File: src/common/srlct_map.vh
// Purpose: Named constants for the single-data-rate read latency code table.
// Assumes: Included by its bare name from the design files under src/.
// Notes:   Definitions only; no logic lives here.
`ifndef SRLCT_MAP_VH
`define SRLCT_MAP_VH

// ==========================================================================
// Parameter header bytes
`define SRLCT_PARAM_ID   8'h90
`define SRLCT_PARAM_LEN  8'h56
`define SRLCT_NUM_ROWS   8'h06
`define SRLCT_ROW_BYTES  8'h0e
`define SRLCT_HDR_F      8'h46
`define SRLCT_HDR_C      8'h43
`define SRLCT_BLANK      8'hff

// ==========================================================================
// Relative byte offsets inside the parameter
`define SRLCT_OFF_ID     7'h00
`define SRLCT_OFF_LEN    7'h01
`define SRLCT_OFF_ROWS   7'h02
`define SRLCT_OFF_RLEN   7'h03
`define SRLCT_OFF_HDR_F  7'h04
`define SRLCT_OFF_HDR_C  7'h05
`define SRLCT_OFF_OPS    7'h06
`define SRLCT_OFF_ROW2   7'h12
`define SRLCT_ROW_LEN    7'h0e
`define SRLCT_POS_FREQ   7'h00
`define SRLCT_POS_CODE   7'h01
`define SRLCT_POS_CYC    7'h02

// ==========================================================================
// Read instruction codes, three and four address bytes
`define SRLCT_OP_RD3     8'h03
`define SRLCT_OP_RD4     8'h13
`define SRLCT_OP_FRD3    8'h0b
`define SRLCT_OP_FRD4    8'h0c
`define SRLCT_OP_DO3     8'h3b
`define SRLCT_OP_DO4     8'h3c
`define SRLCT_OP_QO3     8'h6b
`define SRLCT_OP_QO4     8'h6c
`define SRLCT_OP_DIO3    8'hbb
`define SRLCT_OP_DIO4    8'hbc
`define SRLCT_OP_QIO3    8'heb
`define SRLCT_OP_QIO4    8'hec

// Instruction class indices used by the cycle lookup.
`define SRLCT_I_RD       3'd0
`define SRLCT_I_FRD      3'd1
`define SRLCT_I_DO       3'd2
`define SRLCT_I_QO       3'd3
`define SRLCT_I_DIO      3'd4
`define SRLCT_I_QIO      3'd5

// ==========================================================================
// Frequency rows and their latency code settings
`define SRLCT_FREQ_50    8'h32
`define SRLCT_FREQ_80    8'h50
`define SRLCT_FREQ_90    8'h5a
`define SRLCT_LC_50      2'b11
`define SRLCT_LC_80      2'b00
`define SRLCT_LC_90      2'b01

// Cycle count values found in the rows.
`define SRLCT_CYC_0      8'h00
`define SRLCT_CYC_1      8'h01
`define SRLCT_CYC_2      8'h02
`define SRLCT_CYC_4      8'h04
`define SRLCT_CYC_8      8'h08
`define SRLCT_CYC_NA     8'hff
`define SRLCT_CNT_ONE    8'h01

`endif

File: src/dummy_never.v
`timescale 1ns/10ps

File: src/srlct_top.v
// Purpose: Read latency code table for single-data-rate reads, plus the
//          read-phase sequencer that applies the selected row.
// Assumes: All inputs come from logic on clk; the serial front end reports
//          one sck_tick per serial clock cycle and a rd_stop at frame end.
// Notes:   Only the 50, 80 and 90 MHz rows are held; other bytes read FFh.
`timescale 1ns/10ps
`default_nettype none
`include "srlct_map.vh"

module srlct_top (
   input  wire       clk,
   input  wire       rst_n,
   input  wire       qry_req,
   input  wire [6:0] qry_addr,
   output wire       qry_valid,
   output wire [7:0] qry_data,
   input  wire [1:0] lat_code,
   input  wire       rd_start,
   input  wire [7:0] rd_opcode,
   input  wire       sck_tick,
   input  wire       rd_stop,
   output wire       rd_mode_phase,
   output wire       rd_dummy_phase,
   output wire       rd_data_en,
   output wire       rd_reject,
   output wire       rd_four_byte,
   output wire [2:0] rd_instr
);

   // ========================================================================
   // Sequencer states
   localparam [1:0] ST_IDLE = 2'b00;
   localparam [1:0] ST_MODE = 2'b01;
   localparam [1:0] ST_LAT  = 2'b10;
   localparam [1:0] ST_DATA = 2'b11;

   // ========================================================================
   // Lookup functions

   // Opcode stored at each position of the instruction list.
   function [7:0] op_of_pos;
      input [6:0] pos;
      begin
         case (pos[3:0])
            4'h0:    op_of_pos = `SRLCT_OP_RD3;
            4'h1:    op_of_pos = `SRLCT_OP_RD4;
            4'h2:    op_of_pos = `SRLCT_OP_FRD3;
            4'h3:    op_of_pos = `SRLCT_OP_FRD4;
            4'h4:    op_of_pos = `SRLCT_OP_DO3;
            4'h5:    op_of_pos = `SRLCT_OP_DO4;
            4'h6:    op_of_pos = `SRLCT_OP_QO3;
            4'h7:    op_of_pos = `SRLCT_OP_QO4;
            4'h8:    op_of_pos = `SRLCT_OP_DIO3;
            4'h9:    op_of_pos = `SRLCT_OP_DIO4;
            4'ha:    op_of_pos = `SRLCT_OP_QIO3;
            4'hb:    op_of_pos = `SRLCT_OP_QIO4;
            default: op_of_pos = `SRLCT_BLANK;
         endcase
      end
   endfunction

   // Decodes an opcode into {known, four address bytes, class}.
   function [4:0] decode_op;
      input [7:0] op;
      begin
         case (op)
            `SRLCT_OP_RD3:  decode_op = {2'b10, `SRLCT_I_RD};
            `SRLCT_OP_RD4:  decode_op = {2'b11, `SRLCT_I_RD};
            `SRLCT_OP_FRD3: decode_op = {2'b10, `SRLCT_I_FRD};
            `SRLCT_OP_FRD4: decode_op = {2'b11, `SRLCT_I_FRD};
            `SRLCT_OP_DO3:  decode_op = {2'b10, `SRLCT_I_DO};
            `SRLCT_OP_DO4:  decode_op = {2'b11, `SRLCT_I_DO};
            `SRLCT_OP_QO3:  decode_op = {2'b10, `SRLCT_I_QO};
            `SRLCT_OP_QO4:  decode_op = {2'b11, `SRLCT_I_QO};
            `SRLCT_OP_DIO3: decode_op = {2'b10, `SRLCT_I_DIO};
            `SRLCT_OP_DIO4: decode_op = {2'b11, `SRLCT_I_DIO};
            `SRLCT_OP_QIO3: decode_op = {2'b10, `SRLCT_I_QIO};
            `SRLCT_OP_QIO4: decode_op = {2'b11, `SRLCT_I_QIO};
            default:        decode_op = {2'b00, `SRLCT_I_RD};
         endcase
      end
   endfunction

   // Mode (lat=0) or latency (lat=1) cycles for a class under a code.
   // Both the query bytes and the sequencer use this, so the table the host
   // reads can never disagree with what the device actually does.
   function [7:0] cycles;
      input [1:0] code;
      input [2:0] cls;
      input       lat;
      begin
         cycles = `SRLCT_CYC_NA;
         case (code)
            `SRLCT_LC_50: begin
               case (cls)
                  `SRLCT_I_DIO: cycles = lat ? `SRLCT_CYC_0 : `SRLCT_CYC_4;
                  `SRLCT_I_QIO: cycles = lat ? `SRLCT_CYC_1 : `SRLCT_CYC_2;
                  default:      cycles = `SRLCT_CYC_0;
               endcase
            end
            `SRLCT_LC_80: begin
               case (cls)
                  `SRLCT_I_RD:  cycles = `SRLCT_CYC_NA;
                  `SRLCT_I_DIO: cycles = lat ? `SRLCT_CYC_0 : `SRLCT_CYC_4;
                  `SRLCT_I_QIO: cycles = lat ? `SRLCT_CYC_4 : `SRLCT_CYC_2;
                  default:      cycles = lat ? `SRLCT_CYC_8 : `SRLCT_CYC_0;
               endcase
            end
            `SRLCT_LC_90: begin
               case (cls)
                  `SRLCT_I_RD:  cycles = `SRLCT_CYC_NA;
                  `SRLCT_I_DIO: cycles = lat ? `SRLCT_CYC_1 : `SRLCT_CYC_4;
                  `SRLCT_I_QIO: cycles = lat ? `SRLCT_CYC_4 : `SRLCT_CYC_2;
                  default:      cycles = lat ? `SRLCT_CYC_8 : `SRLCT_CYC_0;
               endcase
            end
            default: cycles = `SRLCT_CYC_NA;
         endcase
      end
   endfunction

   // Frequency limit and latency code held by each stored row.
   function [9:0] row_head;
      input [1:0] row;
      begin
         case (row)
            2'd0:    row_head = {`SRLCT_LC_50, `SRLCT_FREQ_50};
            2'd1:    row_head = {`SRLCT_LC_80, `SRLCT_FREQ_80};
            2'd2:    row_head = {`SRLCT_LC_90, `SRLCT_FREQ_90};
            default: row_head = {`SRLCT_LC_50, `SRLCT_BLANK};
         endcase
      end
   endfunction

   // ========================================================================
   // Query byte lookup
   reg  [7:0] tbl_byte;
   reg  [6:0] tbl_rel;
   reg  [6:0] tbl_pos;
   reg  [1:0] tbl_row;
   reg  [9:0] tbl_head;
   reg  [6:0] tbl_k;

   // Rows are located by subtraction so no divider is built for the
   // fourteen-byte row pitch.
   always @* begin
      tbl_byte = `SRLCT_BLANK;
      tbl_rel  = qry_addr - `SRLCT_OFF_ROW2;
      tbl_row  = 2'd0;
      tbl_pos  = tbl_rel;
      if (tbl_rel >= `SRLCT_ROW_LEN) begin
         tbl_row = 2'd1;
         tbl_pos = tbl_rel - `SRLCT_ROW_LEN;
      end
      if (tbl_rel >= (`SRLCT_ROW_LEN + `SRLCT_ROW_LEN)) begin
         tbl_row = 2'd2;
         tbl_pos = tbl_rel - (`SRLCT_ROW_LEN + `SRLCT_ROW_LEN);
      end
      tbl_head = row_head(tbl_row);
      tbl_k    = tbl_pos - `SRLCT_POS_CYC;
      if (qry_addr == `SRLCT_OFF_ID) begin
         tbl_byte = `SRLCT_PARAM_ID;
      end else if (qry_addr == `SRLCT_OFF_LEN) begin
         tbl_byte = `SRLCT_PARAM_LEN;
      end else if (qry_addr == `SRLCT_OFF_ROWS) begin
         tbl_byte = `SRLCT_NUM_ROWS;
      end else if (qry_addr == `SRLCT_OFF_RLEN) begin
         tbl_byte = `SRLCT_ROW_BYTES;
      end else if (qry_addr == `SRLCT_OFF_HDR_F) begin
         tbl_byte = `SRLCT_HDR_F;
      end else if (qry_addr == `SRLCT_OFF_HDR_C) begin
         tbl_byte = `SRLCT_HDR_C;
      end else if (qry_addr < `SRLCT_OFF_ROW2) begin
         tbl_byte = op_of_pos(qry_addr - `SRLCT_OFF_OPS);
      end else if (tbl_rel >= (`SRLCT_ROW_LEN + `SRLCT_ROW_LEN + `SRLCT_ROW_LEN)) begin
         tbl_byte = `SRLCT_BLANK;
      end else if (tbl_pos == `SRLCT_POS_FREQ) begin
         tbl_byte = tbl_head[7:0];
      end else if (tbl_pos == `SRLCT_POS_CODE) begin
         tbl_byte = {6'h00, tbl_head[9:8]};
      end else begin
         tbl_byte = cycles(tbl_head[9:8], tbl_k[3:1], tbl_k[0]);
      end
   end

   reg        qry_valid_reg;
   reg  [7:0] qry_data_reg;

   // Query answer registered one cycle after the request.
   always @(posedge clk or negedge rst_n) begin
      if (!rst_n) begin
         qry_valid_reg <= 1'b0;
         qry_data_reg  <= `SRLCT_CYC_0;
      end else begin
         qry_valid_reg <= qry_req;
         if (qry_req) begin
            qry_data_reg <= tbl_byte;
         end
      end
   end

   // ========================================================================
   // Read sequencer
   reg  [1:0] state_reg;
   reg  [1:0] state_next;
   reg  [7:0] lat_hold_reg;
   reg  [7:0] load_val;
   reg        load;
   reg        mode_reg;
   reg        dummy_reg;
   reg        data_reg;
   reg        reject_reg;
   reg        reject_next;
   reg        four_reg;
   reg  [2:0] instr_reg;
   wire       cnt_last;
   wire [4:0] dec;
   wire [7:0] new_mode;
   wire [7:0] new_lat;
   wire       new_bad;

   // The latency code is sampled at the start so a mid-read change of the
   // setting cannot stretch or cut a phase already under way.
   assign dec      = decode_op(rd_opcode);
   assign new_mode = cycles(lat_code, dec[2:0], 1'b0);
   assign new_lat  = cycles(lat_code, dec[2:0], 1'b1);
   assign new_bad  = !dec[4] || (new_mode == `SRLCT_CYC_NA) ||
                     (new_lat == `SRLCT_CYC_NA);

   srlct_cyc_cnt u_cnt (
      .clk      (clk),
      .rst_n    (rst_n),
      .load     (load),
      .load_val (load_val),
      .tick     (sck_tick),
      .last     (cnt_last),
      .count    ()
   );

   // Next state; rd_stop ends any read at once, and a start while busy
   // is ignored because the frame has not ended.
   always @* begin
      state_next  = state_reg;
      load        = 1'b0;
      load_val    = `SRLCT_CYC_0;
      reject_next = 1'b0;
      case (state_reg)
         ST_IDLE: begin
            if (rd_start && !rd_stop) begin
               if (new_bad) begin
                  reject_next = 1'b1;
               end else if (new_mode != `SRLCT_CYC_0) begin
                  state_next = ST_MODE;
                  load       = 1'b1;
                  load_val   = new_mode;
               end else if (new_lat != `SRLCT_CYC_0) begin
                  state_next = ST_LAT;
                  load       = 1'b1;
                  load_val   = new_lat;
               end else begin
                  state_next = ST_DATA;
               end
            end
         end
         ST_MODE: begin
            if (rd_stop) begin
               state_next = ST_IDLE;
            end else if (cnt_last) begin
               if (lat_hold_reg != `SRLCT_CYC_0) begin
                  state_next = ST_LAT;
                  load       = 1'b1;
                  load_val   = lat_hold_reg;
               end else begin
                  state_next = ST_DATA;
               end
            end
         end
         ST_LAT: begin
            if (rd_stop) begin
               state_next = ST_IDLE;
            end else if (cnt_last) begin
               state_next = ST_DATA;
            end
         end
         ST_DATA: begin
            if (rd_stop) begin
               state_next = ST_IDLE;
            end
         end
         default: state_next = ST_IDLE;
      endcase
   end

   // State and registered phase outputs.
   always @(posedge clk or negedge rst_n) begin
      if (!rst_n) begin
         state_reg    <= ST_IDLE;
         lat_hold_reg <= `SRLCT_CYC_0;
         mode_reg     <= 1'b0;
         dummy_reg    <= 1'b0;
         data_reg     <= 1'b0;
         reject_reg   <= 1'b0;
         four_reg     <= 1'b0;
         instr_reg    <= `SRLCT_I_RD;
      end else begin
         state_reg  <= state_next;
         mode_reg   <= (state_next == ST_MODE);
         dummy_reg  <= (state_next == ST_LAT);
         data_reg   <= (state_next == ST_DATA);
         reject_reg <= reject_next;
         if (state_reg == ST_IDLE && rd_start && !rd_stop) begin
            lat_hold_reg <= new_lat;
            four_reg     <= dec[3];
            instr_reg    <= dec[2:0];
         end
      end
   end

   // ========================================================================
   // Outputs
   assign qry_valid      = qry_valid_reg;
   assign qry_data       = qry_data_reg;
   assign rd_mode_phase  = mode_reg;
   assign rd_dummy_phase = dummy_reg;
   assign rd_data_en     = data_reg;
   assign rd_reject      = reject_reg;
   assign rd_four_byte   = four_reg;
   assign rd_instr       = instr_reg;

endmodule
`default_nettype wire

File: src/srlct_cyc_cnt.v
// Purpose: Down counter of serial clock cycles for the mode and latency phases.
// Assumes: tick is one clk cycle wide per serial clock cycle, same clock.
// Notes:   A load wins over a tick in the same cycle.
`timescale 1ns/10ps
`default_nettype none
`include "srlct_map.vh"

module srlct_cyc_cnt (
   input  wire       clk,
   input  wire       rst_n,
   input  wire       load,
   input  wire [7:0] load_val,
   input  wire       tick,
   output wire       last,
   output wire [7:0] count
);

   reg [7:0] cnt_reg;

   // ========================================================================
   // Counter
   // The load has priority so a new phase never inherits a stale count.
   always @(posedge clk or negedge rst_n) begin
      if (!rst_n) begin
         cnt_reg <= `SRLCT_CYC_0;
      end else if (load) begin
         cnt_reg <= load_val;
      end else if (tick && (cnt_reg != `SRLCT_CYC_0)) begin
         cnt_reg <= cnt_reg - `SRLCT_CNT_ONE;
      end
   end

   // The final cycle of a phase is the tick that takes the count from one.
   assign last  = tick && (cnt_reg == `SRLCT_CNT_ONE);
   assign count = cnt_reg;

endmodule
`default_nettype wire

File: config.mk
export PLATFORM = sky130hd
export DESIGN_NAME = srlct_top
export DESIGN_NICKNAME = d
export VERILOG_FILES = /design/src/dummy_never.v /design/src/srlct_top.v /design/src/srlct_cyc_cnt.v
export VERILOG_INCLUDE_DIRS = /design/src /design/src/common
export SDC_FILE = /design/constraint.sdc
export NUM_CORES = 1
export LEC_CHECK = 0
export BUFFER_PORTS_ARGS = -buffer_cell sky130_fd_sc_hd__buf_2
export CAP_MARGIN = 10
export CORE_MARGIN = 1.5
export CORE_UTILIZATION = 59
export DETAILED_ROUTE_END_ITERATION = 10
export GPL_TIMING_DRIVEN = 0
export HOLD_SLACK_MARGIN = 0.1
export PLACE_DENSITY = 0.84
export RECOVER_POWER = 25
export SLEW_MARGIN = 40
export SYNTH_ARGS = -nofsm -noshare
export SYNTH_HDL_FRONTEND = slang
export SYNTH_SLANG_ARGS = --single-unit
export TNS_END_PERCENT = 50
File: constraint.sdc
create_clock -name clk -period 2.1 [get_ports clk]
set_input_delay 0.525 -clock clk [delete_from_list [all_inputs] [get_ports clk]]
set_output_delay 0.525 -clock clk [all_outputs]
set_load 0.02 [all_outputs]
# After elaboration in Yosys (flattened, before gate mapping)
# Memories as Yosys holds them, arrays and structs flattened.
# Index checks and enable logic that the tools add are counted.
# Widths: inputs -> output; s select.
[word_totals]
register_bits = 35
latch_bits = 0
mem_bits_rw = 0
rom_bits = 128
inputBits = 23
out_inout_bits = 17
elab_cells = 146
mem_count = 1
[mem_list]
columns = ["name", "words", "word_bits", "rd", "rd_ports_with_merged_regs", "wr", "line_no", "source"]
rows = [
  ["(no name shown)", 16, 8, 1, 0, 0, "srlct_top.v:44", "case (pos[3:0])"],
]
[op_classes]
n_addsub = 6
multipliers = 0
div = 0
magnitude_cmp = 4
n_eq_ne = 37
shift = 0
n_mux = 64
n_bitwise = 0
reduce_logical = 23
[op_table]
columns = ["cell", "n"]
rows = [
  ["$pmux 8 s3", 7],
  ["$mux 8", 19],
  ["$pmux 5 s12", 1],
  ["$eq 8x8->1 const B", 6],
  ["$pmux 8 s2", 2],
  ["$reduce_bool 8->1", 4],
  ["$pmux 10 s3", 1],
  ["$mux 2", 10],
  ["$eq 8x4->1 const B", 2],
  ["$eq 8x6->1 const B", 2],
  ["$eq 8x7->1 const B", 2],
  ["$eq 2x2->1 const B", 7],
  ["$eq 7x1->1 const B", 2],
  ["$eq 7x2->1 const B", 2],
  ["$eq 7x3->1 const B", 2],
  ["$logic_not 7->1", 2],
  ["$mux 1", 14],
  ["$mux 7", 2],
  ["$sub 7x5->7 const B", 2],
  ["$eq 3x3->1 const B", 4],
  ["$pmux 3 s2", 2],
  ["$eq 2x1->1 const B", 5],
  ["$mux 3", 3],
  ["$eq 8x1->1 const B", 1],
  ["20 further kinds", 30],
]

# Depth between registers and ports, before layout
# Gate-level depths: netlist of the first run.
[logic_depth]
depth_word = 18
mapped_depth = 14
mapped_depth_nobuf = 10

# Cells and area by module
# From an unflattened synthesis of the first run, not the netlist that was laid out.
[unflattened]
hier_cells = 350
hier_area_um2 = 2829.0
[by_module_without_submodules]
columns = ["module", "instances", "cells_each", "area_per_inst_um2"]
rows = [
  ["srlct_top", 1, 284, 2238.4],
  ["srlct_cyc_cnt", 1, 66, 590.6],
]

# Worst setup path after synthesis of the first run
# OpenSTA, ideal clock, no wires.
[synth_path]
kind = "input to register"
startpoint = "in qry_addr[1]"
endpoint = "reg qry_data_reg[1] (netlist: qry_data[1])"
setup_time_ns = 0.096
arrival_ns = 3.318
required_ns = 2.004
setup_slack_ns = -1.314
stages = 12
path_buffers = 2
cell_sequence = "buf_2 -> clkinv_1 -> ha_1 -> clkbuf_1 -> clkinv_1 -> ha_1 -> xnor3_1 -> o32ai_2 -> a21oi_2 -> a31oi_4 -> a211oi_2 -> o32ai_2"
[synth_between]
elab_chain_cells = 18
[synth_lines]
columns = ["item", "line_no", "source"]
rows = [
  ["from (decl)", "srlct_top.v:14", "input wire [6:0] qry_addr,"],
  ["$sub 7x5->7 (no line)", "n/a", ""],
  ["$sub 7x4->7 (no line) or $ge 7x4->1 (tied branches)", "n/a", ""],
  ["$mux 7 or $mux 1 (tied branches)", "srlct_top.v:151", "if (tbl_rel >= `SRLCT_ROW_LEN) begin"],
  ["$mux 7 or $mux 2 (tied branches)", "srlct_top.v:155", "if (tbl_rel >= (`SRLCT_ROW_LEN + `SRLCT_ROW_LEN)) begin"],
  ["$sub 4x2->4 (no line), or another cell as far along", "n/a", ""],
  ["$eq 3x3->1, or another cell as far along", "srlct_top.v:95, srlct_top.v:102, srlct_top.v:110", ""],
  ["$pmux 8 s3, or another cell as far along", "srlct_top.v:110", "case (cls)"],
  ["$pmux 8 s3", "srlct_top.v:93", "case (code)"],
  ["[2 not listed]", "n/a", ""],
  ["$mux 8", "srlct_top.v:175", "end else if (tbl_rel >= (`SRLCT_ROW_LEN + `SRLCT_ROW_LEN + `SRLCT_ROW_LEN)) begin"],
  ["$mux 8", "srlct_top.v:173", "end else if (qry_addr < `SRLCT_OFF_ROW2) begin"],
  ["$mux 8", "srlct_top.v:171", "end else if (qry_addr == `SRLCT_OFF_HDR_C) begin"],
  ["$mux 8", "srlct_top.v:169", "end else if (qry_addr == `SRLCT_OFF_HDR_F) begin"],
  ["$mux 8", "srlct_top.v:167", "end else if (qry_addr == `SRLCT_OFF_RLEN) begin"],
  ["$mux 8", "srlct_top.v:165", "end else if (qry_addr == `SRLCT_OFF_ROWS) begin"],
  ["$mux 8", "srlct_top.v:163", "end else if (qry_addr == `SRLCT_OFF_LEN) begin"],
  ["$mux 8 (*)", "srlct_top.v:161", "if (qry_addr == `SRLCT_OFF_ID) begin"],
  ["to (signal assigned)", "srlct_top.v:193", "qry_data_reg <= `SRLCT_CYC_0;"],
  ["to (signal assigned)", "srlct_top.v:197", "qry_data_reg <= tbl_byte;"],
  ["to (decl)", "srlct_top.v:187", "reg [7:0] qry_data_reg;"],
]
# Every way passes the cells marked *; elsewhere a longest branch is shown, timed or not.
# A chain may end at the register's enable or synchronous reset.

# Worst setup path in the final report of the first run
[layout_path]
startpoint = "in qry_addr[2]"
endpoint = "reg qry_data_reg[4] (netlist: qry_data[4])"
[layout_between]
elab_chain_cells = 18
[layout_lines]
columns = ["item", "line_no"]
rows = [
  ["$sub 7x5->7 (no line)", "n/a"],
  ["$sub 7x4->7 (no line) or $ge 7x4->1 (tied branches)", "n/a"],
  ["$mux 7 or $mux 1 (tied branches)", "srlct_top.v:151"],
  ["$mux 7 or $mux 2 (tied branches)", "srlct_top.v:155"],
  ["$sub 4x2->4 (no line), or another cell as far along", "n/a"],
  ["$eq 3x3->1, or another cell as far along", "srlct_top.v:102, srlct_top.v:110"],
  ["$pmux 8 s3, or another cell as far along", "srlct_top.v:110"],
  ["$pmux 8 s3", "srlct_top.v:93"],
  ["[2 not listed]", "n/a"],
  ["$mux 8", "srlct_top.v:175"],
  ["$mux 8", "srlct_top.v:173"],
  ["$mux 8", "srlct_top.v:171"],
  ["$mux 8", "srlct_top.v:169"],
  ["$mux 8", "srlct_top.v:167"],
  ["$mux 8", "srlct_top.v:165"],
  ["$mux 8", "srlct_top.v:163"],
  ["$mux 8 (*)", "srlct_top.v:161"],
]
# Marks and branches as above.

==> results of run 1 <==
## critical path: cells and delay by family
kind	cells	cell delay, ns
buffers and inverters	5	0.61
AO/OA/AOI/OAI	6	1.33
AND/OR/NAND/NOR	2	0.36
adder cells (fa/ha/maj)	1	0.20
## logic make-up after synthesis
| kind of cell | share of synthesized area |
|---|---|
| multiplexers | 0.0120 |
| flip-flops | 0.266 |
| adder cells (fa/ha/maj) | 0.0386 |
| AND/OR/NAND/NOR | 0.244 |
| buffers and inverters | 0.0562 |
| AO/OA/AOI/OAI | 0.346 |
| XOR/XNOR | 0.0373 |
## cell usage in the layout, fill, tap and decap left out, types with 5 or more instances in the layout
cell / netlist / layout
buf_2: 2 / 35
nor2_1: 38 / 37
clkbuf_1: 4 / 6
o211ai_1: 5 / 5
a21oi_2: 2 / 6
nand2b_1: 6 / 6
buf_12: 0 / 5
buf_4: 3 / 27
nand2_1: 25 / 24
a31oi_1: 10 / 9
dfrtp_1: 31 / 31
clkbuf_8: 0 / 6
buf_6: 3 / 6
o21ai_0: 21 / 16
ha_1: 9 / 6
nor3_1: 6 / 5
inv_1: 19 / 18
o22ai_1: 7 / 6
nand3_1: 7 / 7
a21oi_1: 24 / 18
## stage by stage
step                      instances  utilization  area [sq um]
after floorplan                 350            -          3060
after detailed placement        456        0.703          3340
final                           494        0.850          4040
after global routing            494        0.850          4040
after global placement          456        0.702          3340
after CTS                       485        0.794          3780
## per-layer routing
layer,share of wire,vias to the layer above,GRT usage
met2,0.46,289,0.516
met1,0.40,1645,0.490
met4,0.046,0,0.0926
li1,-,1487,-
met5,0,-,0
met3,0.094,62,0.0480
## worst paths after layout
kind                            cells after the start         endpoint    startpoint  slack, ns
worst max-delay path                               14      qry_data[4]   qry_addr[2]      -0.75
worst min-delay path                                1   u_cnt.count[2]         rst_n       0.32
worst max register to register                      7   u_cnt.count[6]  state_reg[1]       0.05
worst min register to register                      1     rd_four_byte  rd_four_byte       0.49
max in group asynchronous                           1  lat_hold_reg[2]         rst_n       1.26
min in group clk                                    1        qry_valid       qry_req       0.46
## what timing repair did
action / CTS / global route
cloned: 0 / 1
setup buffers: 22 / 8
hold endpoints to repair: 0 / 0
setup endpoints to repair: 18 / 19
pin swaps: 25 / 27
gates resized for setup: 33 / 37
## area by class of cell
class,count,area share
clock buffers,7,0.0189
clock inverters,1,0.00124
multi-input cells,285,0.590
flip-flops and latches,31,0.192
plain buffers,12,0.0310
inverters,21,0.0257
well taps,67,0.0207
repair buffers,70,0.121
## power by group through the flow
stage               registers (mW)  clock network, mW  logic, mW
floorplan                    0.822                  0      0.548
global placement             0.799                  0      0.767
detailed placement           0.804                  0      0.794
CTS                          0.794              0.461      0.890
global route                 0.817              0.487       1.09
finish                       0.804              0.468       1.04
==> run summary, run 1 <==
status: complete, but fails checks
failing checks: setup timing
routed wire length: 10.8 mm
Worst Setup Start Kind: input port
Setup CP Type: input port to register
Routability Congestion: 0.933
Internal: 1.36 mW
EDFF count, synth: 0
pre-CTS WS: -1.18 ns
initial antenna violation count: 0
Most used DFF post-synth: dfrtp_1
slowest CP cell: a311oi_4
residual DRC count: 0
clk buf depth: 2
P per Cell Area: 572 nW/um^2
Synth cell types: 83
ranking of synthesized cells by area: dfrtp_1, nor2_1, a21oi_1
Post-Syn Area: 2920 sq um
Core ar.: 4750 sq um
routed vias: 3483
Num CTS Buffers: 5
unrepaired setup endpoints after global routing: true
CTS Hold Bufs: 0
FF/Latch Area: 776 sq um
syn avg cell area: 8.33 sq um
FILL cells: 254
initial core utilization: 0.613
Die Span Y: 73.3 um
first-pass GRT wire length: 14.2 mm
Skew-Pair Late Insertion Delay: 0.29 ns
vias per cell: 7.05
Yosys warning total: 0
post-synth top area cell: dfrtp_1
worst stage delay on the critical path: 0.38 ns
Setup TNS Final: -5.25 ns
Critical Path Sink Type: register
worst vdd ir: 0.513 mV
final hold viol count: 0
Root Buffer: clkbuf_8
First-pass DRT Iterations: 5
First DRT Iteration DRCs: 436
Std-Cell Rows: 25
logic gate share of total power: 0.450
area share of the largest cell type after synthesis: 0.266
vias in the first global route: 2958
Async SR Flop Fraction: 1.00
# diodes: 0
Mapped Cells: 350
clock group share of total power: 0.202
Die W: 73.3 um
die area: 5370 sq um
most instantiated cells after synthesis: nor2_1, dfrtp_1, nand2_1, a21oi_1, o21ai_0
GRT Overall Usage: 0.334
Final nets: 458
Clk pin slew, worst setup/hold paths: 0.07 ns
Routed Antenna Nets: 0
IO Count: 40
crit share post-route: 1.36
Multi-input gate area: 2380 sq um
# port buffers: 39
count leader, synth: nor2_1
Worst slew margin: 0.456
Critical Path RT: 2.30 ns
sequential area share after synthesis: 0.266
flops & latches, synth: 31
cell leakage power: 1.64 nW
clock skew: 0.00831 ns
crit-path cells: buf_8 -> buf_12 -> inv_8 -> ha_4 -> buf_6 -> nand2_1 -> a21oi_2 -> o211a_1 -> nor4b_4 -> buf_4 -> o21ai_4 -> a311oi_4 -> o211ai_1 -> a31oi_1
register share of total power: 0.348
Area Overhead vs Synth: 38.7%
Worst-Margin Slew: 0.816 ns
Peak Freq: 351 MHz
CTS tree: done
WL/cell: 21.8 um
CTS sink cnt: 31
worst path arrival time: 3.04 ns
gr ovfl total: 0
syn_nets: 382
dpl hpwl: 5.83 mm
switching power: 0.950 mW
Sw Ratio: 0.410
final setup fails: 14
Final Max Slew Viols: 0
Min Clock Period, post-route: 2.85 ns
largest net degree at the start of global routing: 32
total power: 2.31 mW
worst min path class: input port to async pin
H-tree levels: 2
# Max-Cap Violations: 0
final worst setup slack: -0.746 ns
Min Hold Slack: 0.320 ns
layout cells sized above 1: 0.379
maximum net fanout on the critical path: 7
Note: power is estimated with default switching activity, not from simulation.
==> run 2: changes to the inputs <==
--- a/config.mk
+++ b/config.mk
@@ -14,7 +14,7 @@
 export GPL_TIMING_DRIVEN = 0
 export HOLD_SLACK_MARGIN = 0.1
 export PLACE_DENSITY = 0.84
-export RECOVER_POWER = 25
+export RECOVER_POWER = 100
 export SLEW_MARGIN = 40
 export SYNTH_ARGS = -nofsm -noshare
 export SYNTH_HDL_FRONTEND = slang
==> run 2 against run 1 <==
The run still ends with setup timing left. Non-clock buffer count is the same. Sequential share of layout area rose by 0.16 points. Fmax is 0.11% higher. Sequential power about the same. Via count rose by 1.4%. Total power is 0.66% lower. Worst setup slack better by 0.0031 ns. Combinational power about the same. Largest power group unchanged. Highest routed layer unchanged.
==> run summary, run 2 (same netlist as run 1, synthesis figures left out) <==
dpl hpwl: 5.83 mm (unchanged)
status: complete, but fails checks (unchanged)
die area: 5370 sq um (unchanged)
pre-CTS WS: -1.18 ns (unchanged)
first-pass GRT wire length: 14.2 mm (unchanged)
Worst slew margin: 0.451 (was 0.456)
final core occ: 0.843 (was 0.850)
Worst Setup Start Kind: input port (unchanged)
final setup fails: 19 (was 14)
routed vias: 3531 (was 3483)
placed cell count: 456 (unchanged)
final worst setup slack: -0.743 ns (was -0.746 ns)
Setup TNS Final: -5.88 ns (was -5.25 ns)
Critical Path RT: 2.30 ns (about the same)
Die Span Y: 73.3 um (unchanged)
FF-to-FF setup slack: 0.03 ns (was 0.05 ns)
Min Hold Slack: 0.328 ns (was 0.320 ns)
Design Area, Final: 4010 sq um (was 4040 sq um)
gr ovfl total: 0 (unchanged)
CTS Hold Bufs: 0 (unchanged)
worst stage delay on the critical path: 0.39 ns (was 0.38 ns)
Root Buffer: clkbuf_8 (unchanged)
maximum net fanout on the critical path: 7 (unchanged)
Min Clock Period, post-route: 2.84 ns (was 2.85 ns)
DP Area: 3340 sq um (unchanged)
Skew-Pair Late Insertion Delay: 0.29 ns (about the same)
final hold viol count: 0 (unchanged)
largest net degree at the start of global routing: 32 (unchanged)
most common cell after layout, fill and taps aside: nor2_1 (unchanged)
WL/cell: 21.6 um (was 21.8 um)
Core ar.: 4750 sq um (unchanged)
cell leakage power: 1.58 nW (was 1.64 nW)
worst path arrival time: 3.04 ns (about the same)
Routability Congestion: 0.933 (unchanged)
Area Overhead vs Synth: 37.6% (was 38.7%)
worst reg2reg endpoint: u_cnt.count[6] (unchanged)
worst vdd ir: 0.504 mV (was 0.513 mV)
# port buffers: 39 (unchanged)
Std-Cell Rows: 25 (unchanged)
# diodes: 0 (unchanged)
clock skew: 0.00593 ns (was 0.00831 ns)
crit share post-route: 1.35 (was 1.36)
Worst-Margin Slew: 0.824 ns (was 0.816 ns)
GRT Overall Usage: 0.334 (unchanged)
Clk pin slew, worst setup/hold paths: 0.07 ns (about the same)
vias per cell: 7.15 (was 7.05)
FF/Latch Area: 776 sq um (unchanged)
reg2reg path depth: 7 (unchanged)
IO Count: 40 (unchanged)
routed wire length: 10.7 mm (was 10.8 mm)
residual DRC count: 0 (unchanged)
CTS sink cnt: 31 (unchanged)
FILL cells: 272 (was 254)
total power: 2.30 mW (was 2.31 mW)
initial core utilization: 0.613 (unchanged)
initial antenna violation count: 0 (unchanged)
reg-to-reg startpoint: state_reg[1] (unchanged)
Final Max Slew Viols: 0 (unchanged)
crit-path cells: buf_8 -> buf_12 -> inv_8 -> ha_4 -> buf_6 -> nand2_1 -> a21oi_2 -> o211a_1 -> nor4b_4 -> buf_4 -> o21ai_4 -> a311oi_4 -> o211ai_1 -> a31oi_1 (unchanged)
Routed Antenna Nets: 0 (unchanged)
slowest CP cell: a311oi_4 (unchanged)
vias in the first global route: 2958 (unchanged)
First-pass DRT Iterations: 6 (was 5)
Setup CP Type: input port to register (unchanged)
# Max-Cap Violations: 0 (unchanged)
First DRT Iteration DRCs: 381 (was 436)
Multi-input gate area: 2370 sq um (was 2380 sq um)
worst min path class: input port to async pin (unchanged)
failing checks: setup timing (unchanged)
Peak Freq: 352 MHz (was 351 MHz)
Die W: 73.3 um (unchanged)
unrepaired setup endpoints after global routing: true (unchanged)
Critical Path Sink Type: register (unchanged)
layout cells sized above 1: 0.333 (was 0.379)
H-tree levels: 2 (unchanged)
most frequent cells in the layout: nor2_1, dfrtp_1, buf_4 (was nor2_1, buf_2, dfrtp_1)
Final nets: 458 (unchanged)
Num CTS Buffers: 5 (unchanged)
P per Cell Area: 573 nW/um^2 (was 572 nW/um^2)
Non-Filler Instances: 494 (unchanged)
CTS tree: done (unchanged)
clk buf depth: 2 (unchanged)
[run 2: cell types whose count changed in the layout (fill, tap and decap cells not counted), sizes merged]
cell,change
buf,-18
clkbuf,+18
[run 2: what timing repair did]
item,CTS,global route
pin swaps,25,27
gates resized for setup,33,37
setup endpoints to repair,18,19
buffers inserted,22,8
cloned,0,1
[run 2: worst max-delay path by stage]
stage	start	slack, ns	end	cells past startpoint
global placement	qry_addr[1]	-1.15	qry_data[1]	13
detailed placement	qry_addr[1]	-1.18	qry_data[1]	13
global route	qry_addr[2]	-0.77	qry_data[4]	14
CTS	qry_addr[1]	-0.58	qry_data[1]	12
floorplan	qry_addr[1]	-0.64	qry_data[1]	12
finish	qry_addr[2]	-0.74	qry_data[4]	14
[run 2: area by class of cell]
type / instances / area share
Clock inverter: 1 / 0.00125
Timing Repair Buffer: 70 / 0.116
Tap cell: 67 / 0.0209
Sequential cell: 31 / 0.193
Inverter: 21 / 0.0259
Multi-Input combinational cell: 285 / 0.592
Clock buffer: 7 / 0.0190
Buffer: 12 / 0.0312
[run 2: power breakdown]
group	internal [mW]	switching, mW
clock	0.232	0.232
combinational	0.418	0.612
sequential	0.705	0.0999
[run 2: layer usage]
metal | track usage | up-vias | part of all wire
met2 | 0.516 | 310 | 0.46
li1 | - | 1492 | -
met3 | 0.0480 | 58 | 0.10
met1 | 0.490 | 1671 | 0.40
met4 | 0.0926 | 0 | 0.040
met5 | 0 | - | 0
[run 2: critical path, delay by kind of cell]
family | cells | cell delay (ns)
and+or+nand+nor | 2 | 0.36
buffers and inverters | 5 | 0.60
AOI/OAI and AO/OA | 6 | 1.32
adders and majority gates | 1 | 0.20
==> run 3: changes to the inputs <==
--- a/config.mk
+++ b/config.mk
@@ -15,8 +15,9 @@
 export HOLD_SLACK_MARGIN = 0.1
 export PLACE_DENSITY = 0.84
 export RECOVER_POWER = 100
-export SLEW_MARGIN = 40
+export SETUP_SLACK_MARGIN = 0.3
+export SLEW_MARGIN = 20
 export SYNTH_ARGS = -nofsm -noshare
 export SYNTH_HDL_FRONTEND = slang
 export SYNTH_SLANG_ARGS = --single-unit
-export TNS_END_PERCENT = 50
+export TNS_END_PERCENT = 10
==> run 3 against run 2 <==
The run ends with capacitance limit, slew limit, setup timing left. Core utilization decreased by 1.5 points. Clock-buffer cell count is 1 higher. Fmax decreased by 0.15%. Total power decreased by 1.2%. Global-route usage shrank 0.48 points. Clock power grew 11%.
==> run summary, run 3 (same netlist as run 1, synthesis figures left out) <==
Peak Freq: 351 MHz (was 352 MHz)
vias in the first global route: 2970 (was 2958)
WL/cell: 19.3 um (was 21.6 um)
Worst Setup Start Kind: input port (unchanged)
routed vias: 3375 (was 3531)
Die Span Y: 73.3 um (unchanged)
final worst setup slack: -0.747 ns (was -0.743 ns)
# Max-Cap Violations: 1 (was 0)
Core ar.: 4750 sq um (unchanged)
final hold viol count: 0 (unchanged)
Final nets: 455 (was 458)
CTS sink cnt: 31 (unchanged)
slowest CP cell: or2_2 (was a311oi_4)
Area Overhead vs Synth: 35.1% (was 37.6%)
crit share post-route: 1.36 (was 1.35)
gr ovfl total: 0 (unchanged)
final core occ: 0.828 (was 0.843)
worst vdd ir: 0.529 mV (was 0.504 mV)
Root Buffer: clkbuf_8 (unchanged)
Worst-Margin Slew: 1.63 ns (was 0.824 ns)
Min Hold Slack: 0.482 ns (was 0.328 ns)
residual DRC count: 0 (unchanged)
cell leakage power: 1.55 nW (was 1.58 nW)
routed wire length: 9.49 mm (was 10.7 mm)
H-tree levels: 2 (unchanged)
dpl hpwl: 5.90 mm (was 5.83 mm)
crit-path cells: buf_8 -> buf_12 -> buf_4 -> nor3_4 -> o22ai_1 -> or2_2 -> a211oi_1 -> o21ai_2 -> a2111o_1 -> a31oi_1 -> a21oi_1 (was buf_8 -> buf_12 -> inv_8 -> ha_4 -> buf_6 -> nand2_1 -> a21oi_2 -> o211a_1 -> nor4b_4 -> buf_4 -> o21ai_4 -> a311oi_4 -> o211ai_1 -> a31oi_1)
IO Count: 40 (unchanged)
failing checks: capacitance limit, slew limit, setup timing (was setup timing)
vias per cell: 6.87 (was 7.15)
Num CTS Buffers: 5 (unchanged)
# diodes: 0 (unchanged)
GRT Overall Usage: 0.329 (was 0.334)
Std-Cell Rows: 25 (unchanged)
FILL cells: 294 (was 272)
worst path arrival time: 3.01 ns (was 3.04 ns)
Clk pin slew, worst setup/hold paths: 0.06 ns (was 0.07 ns)
most frequent cells in the layout: nor2_1, dfrtp_1, nand2_1, clkbuf_1, buf_4 (was nor2_1, dfrtp_1, buf_4)
total power: 2.27 mW (was 2.30 mW)
worst min path class: input port to register (was input port to async pin)
initial core utilization: 0.613 (unchanged)
Critical Path Sink Type: register (unchanged)
initial antenna violation count: 0 (unchanged)
FF/Latch Area: 776 sq um (unchanged)
Die W: 73.3 um (unchanged)
First-pass DRT Iterations: 5 (was 6)
CTS Hold Bufs: 0 (unchanged)
Setup CP Type: input port to register (unchanged)
Skew-Pair Late Insertion Delay: 0.28 ns (was 0.29 ns)
clk buf depth: 2 (unchanged)
die area: 5370 sq um (unchanged)
largest net degree at the start of global routing: 32 (unchanged)
first-pass GRT wire length: 13.8 mm (was 14.2 mm)
Routed Antenna Nets: 0 (unchanged)
clock skew: 0.00406 ns (was 0.00593 ns)
worst stage delay on the critical path: 0.39 ns (about the same)
Multi-input gate area: 2310 sq um (was 2370 sq um)
layout cells sized above 1: 0.307 (was 0.333)
unrepaired setup endpoints after global routing: true (unchanged)
CTS tree: done (unchanged)
Worst slew margin: -0.0838 (was 0.451)
maximum net fanout on the critical path: 9 (was 7)
most common cell after layout, fill and taps aside: nor2_1 (unchanged)
status: complete, but fails checks (unchanged)
Critical Path RT: 2.26 ns (was 2.30 ns)
First DRT Iteration DRCs: 500 (was 381)
final setup fails: 20 (was 19)
P per Cell Area: 577 nW/um^2 (was 573 nW/um^2)
Final Max Slew Viols: 32 (was 0)
# port buffers: 39 (unchanged)
Routability Congestion: 0.947 (was 0.933)
Min Clock Period, post-route: 2.85 ns (was 2.84 ns)
==> run 3: cell type report <==
class | count | share of cell area
multi-input combinational | 285 | 0.587
sequential | 31 | 0.197
timing repair buffer | 66 | 0.109
buffer | 13 | 0.0337
inverter | 21 | 0.0264
clock buffer | 8 | 0.0254
tap | 67 | 0.0213
==> run 3: timing repair <==
action	4_1_cts	5_1_grt
setup endpoints to repair	23	23
gates cloned	1	0
setup buffers	18	8
gates resized for setup	35	36
pin swaps	21	12
==> run 3: metal layers <==
layer | GRT usage | routed length [um] | share of wire | up-vias
li1 | - | - | - | 1472
met1 | 0.449 | 3750 | 0.39 | 1580
met2 | 0.534 | 4500 | 0.47 | 260
met3 | 0.0521 | 835 | 0.088 | 63
met4 | 0.113 | 405 | 0.043 | 0
met5 | 0 | 0 | 0 | -
==> run 3: worst paths after layout <==
kind                               from             end  slack (ns)  depth (start not counted)
min                             qry_req       qry_valid        0.48                          1
max in group asynchronous         rst_n     qry_data[0]        0.51                          1
min reg2reg                 rd_instr[2]     rd_instr[2]        0.50                          2
min in group asynchronous         rst_n  u_cnt.count[3]        0.64                          1
max reg2reg                state_reg[1]  u_cnt.count[4]       -0.12                          7
max                         qry_addr[2]     qry_data[3]       -0.75                         11
==> run 3: per-stage QoR <==
stage,cell area [sq um],instances,TNS [ns],setup WS [ns]
2_1_floorplan,3030,350,-5.44,-0.637
3_3_place_gp,3310,456,-16.40,-1.32
3_5_place_dp,3310,456,-16.93,-1.32
4_1_cts,3740,483,-4.71,-0.619
5_1_grt,3940,491,-9.38,-0.782
6_report,3940,491,-7.05,-0.747
==> run 3: power by group <==
part,leakage [nW],switching [mW],internal [mW],total [mW]
combinational,1.12,0.558,0.393,0.951
sequential,0.379,0.0997,0.705,0.805
clock,0.0515,0.216,0.299,0.514
total,1.55,0.873,1.40,2.27
==> run 3: worst max-delay path, delay by kind of cell <==
kind	cells	cell delay [ns]
compound gates	6	1.38
buf+inv	3	0.39
simple gates	2	0.70
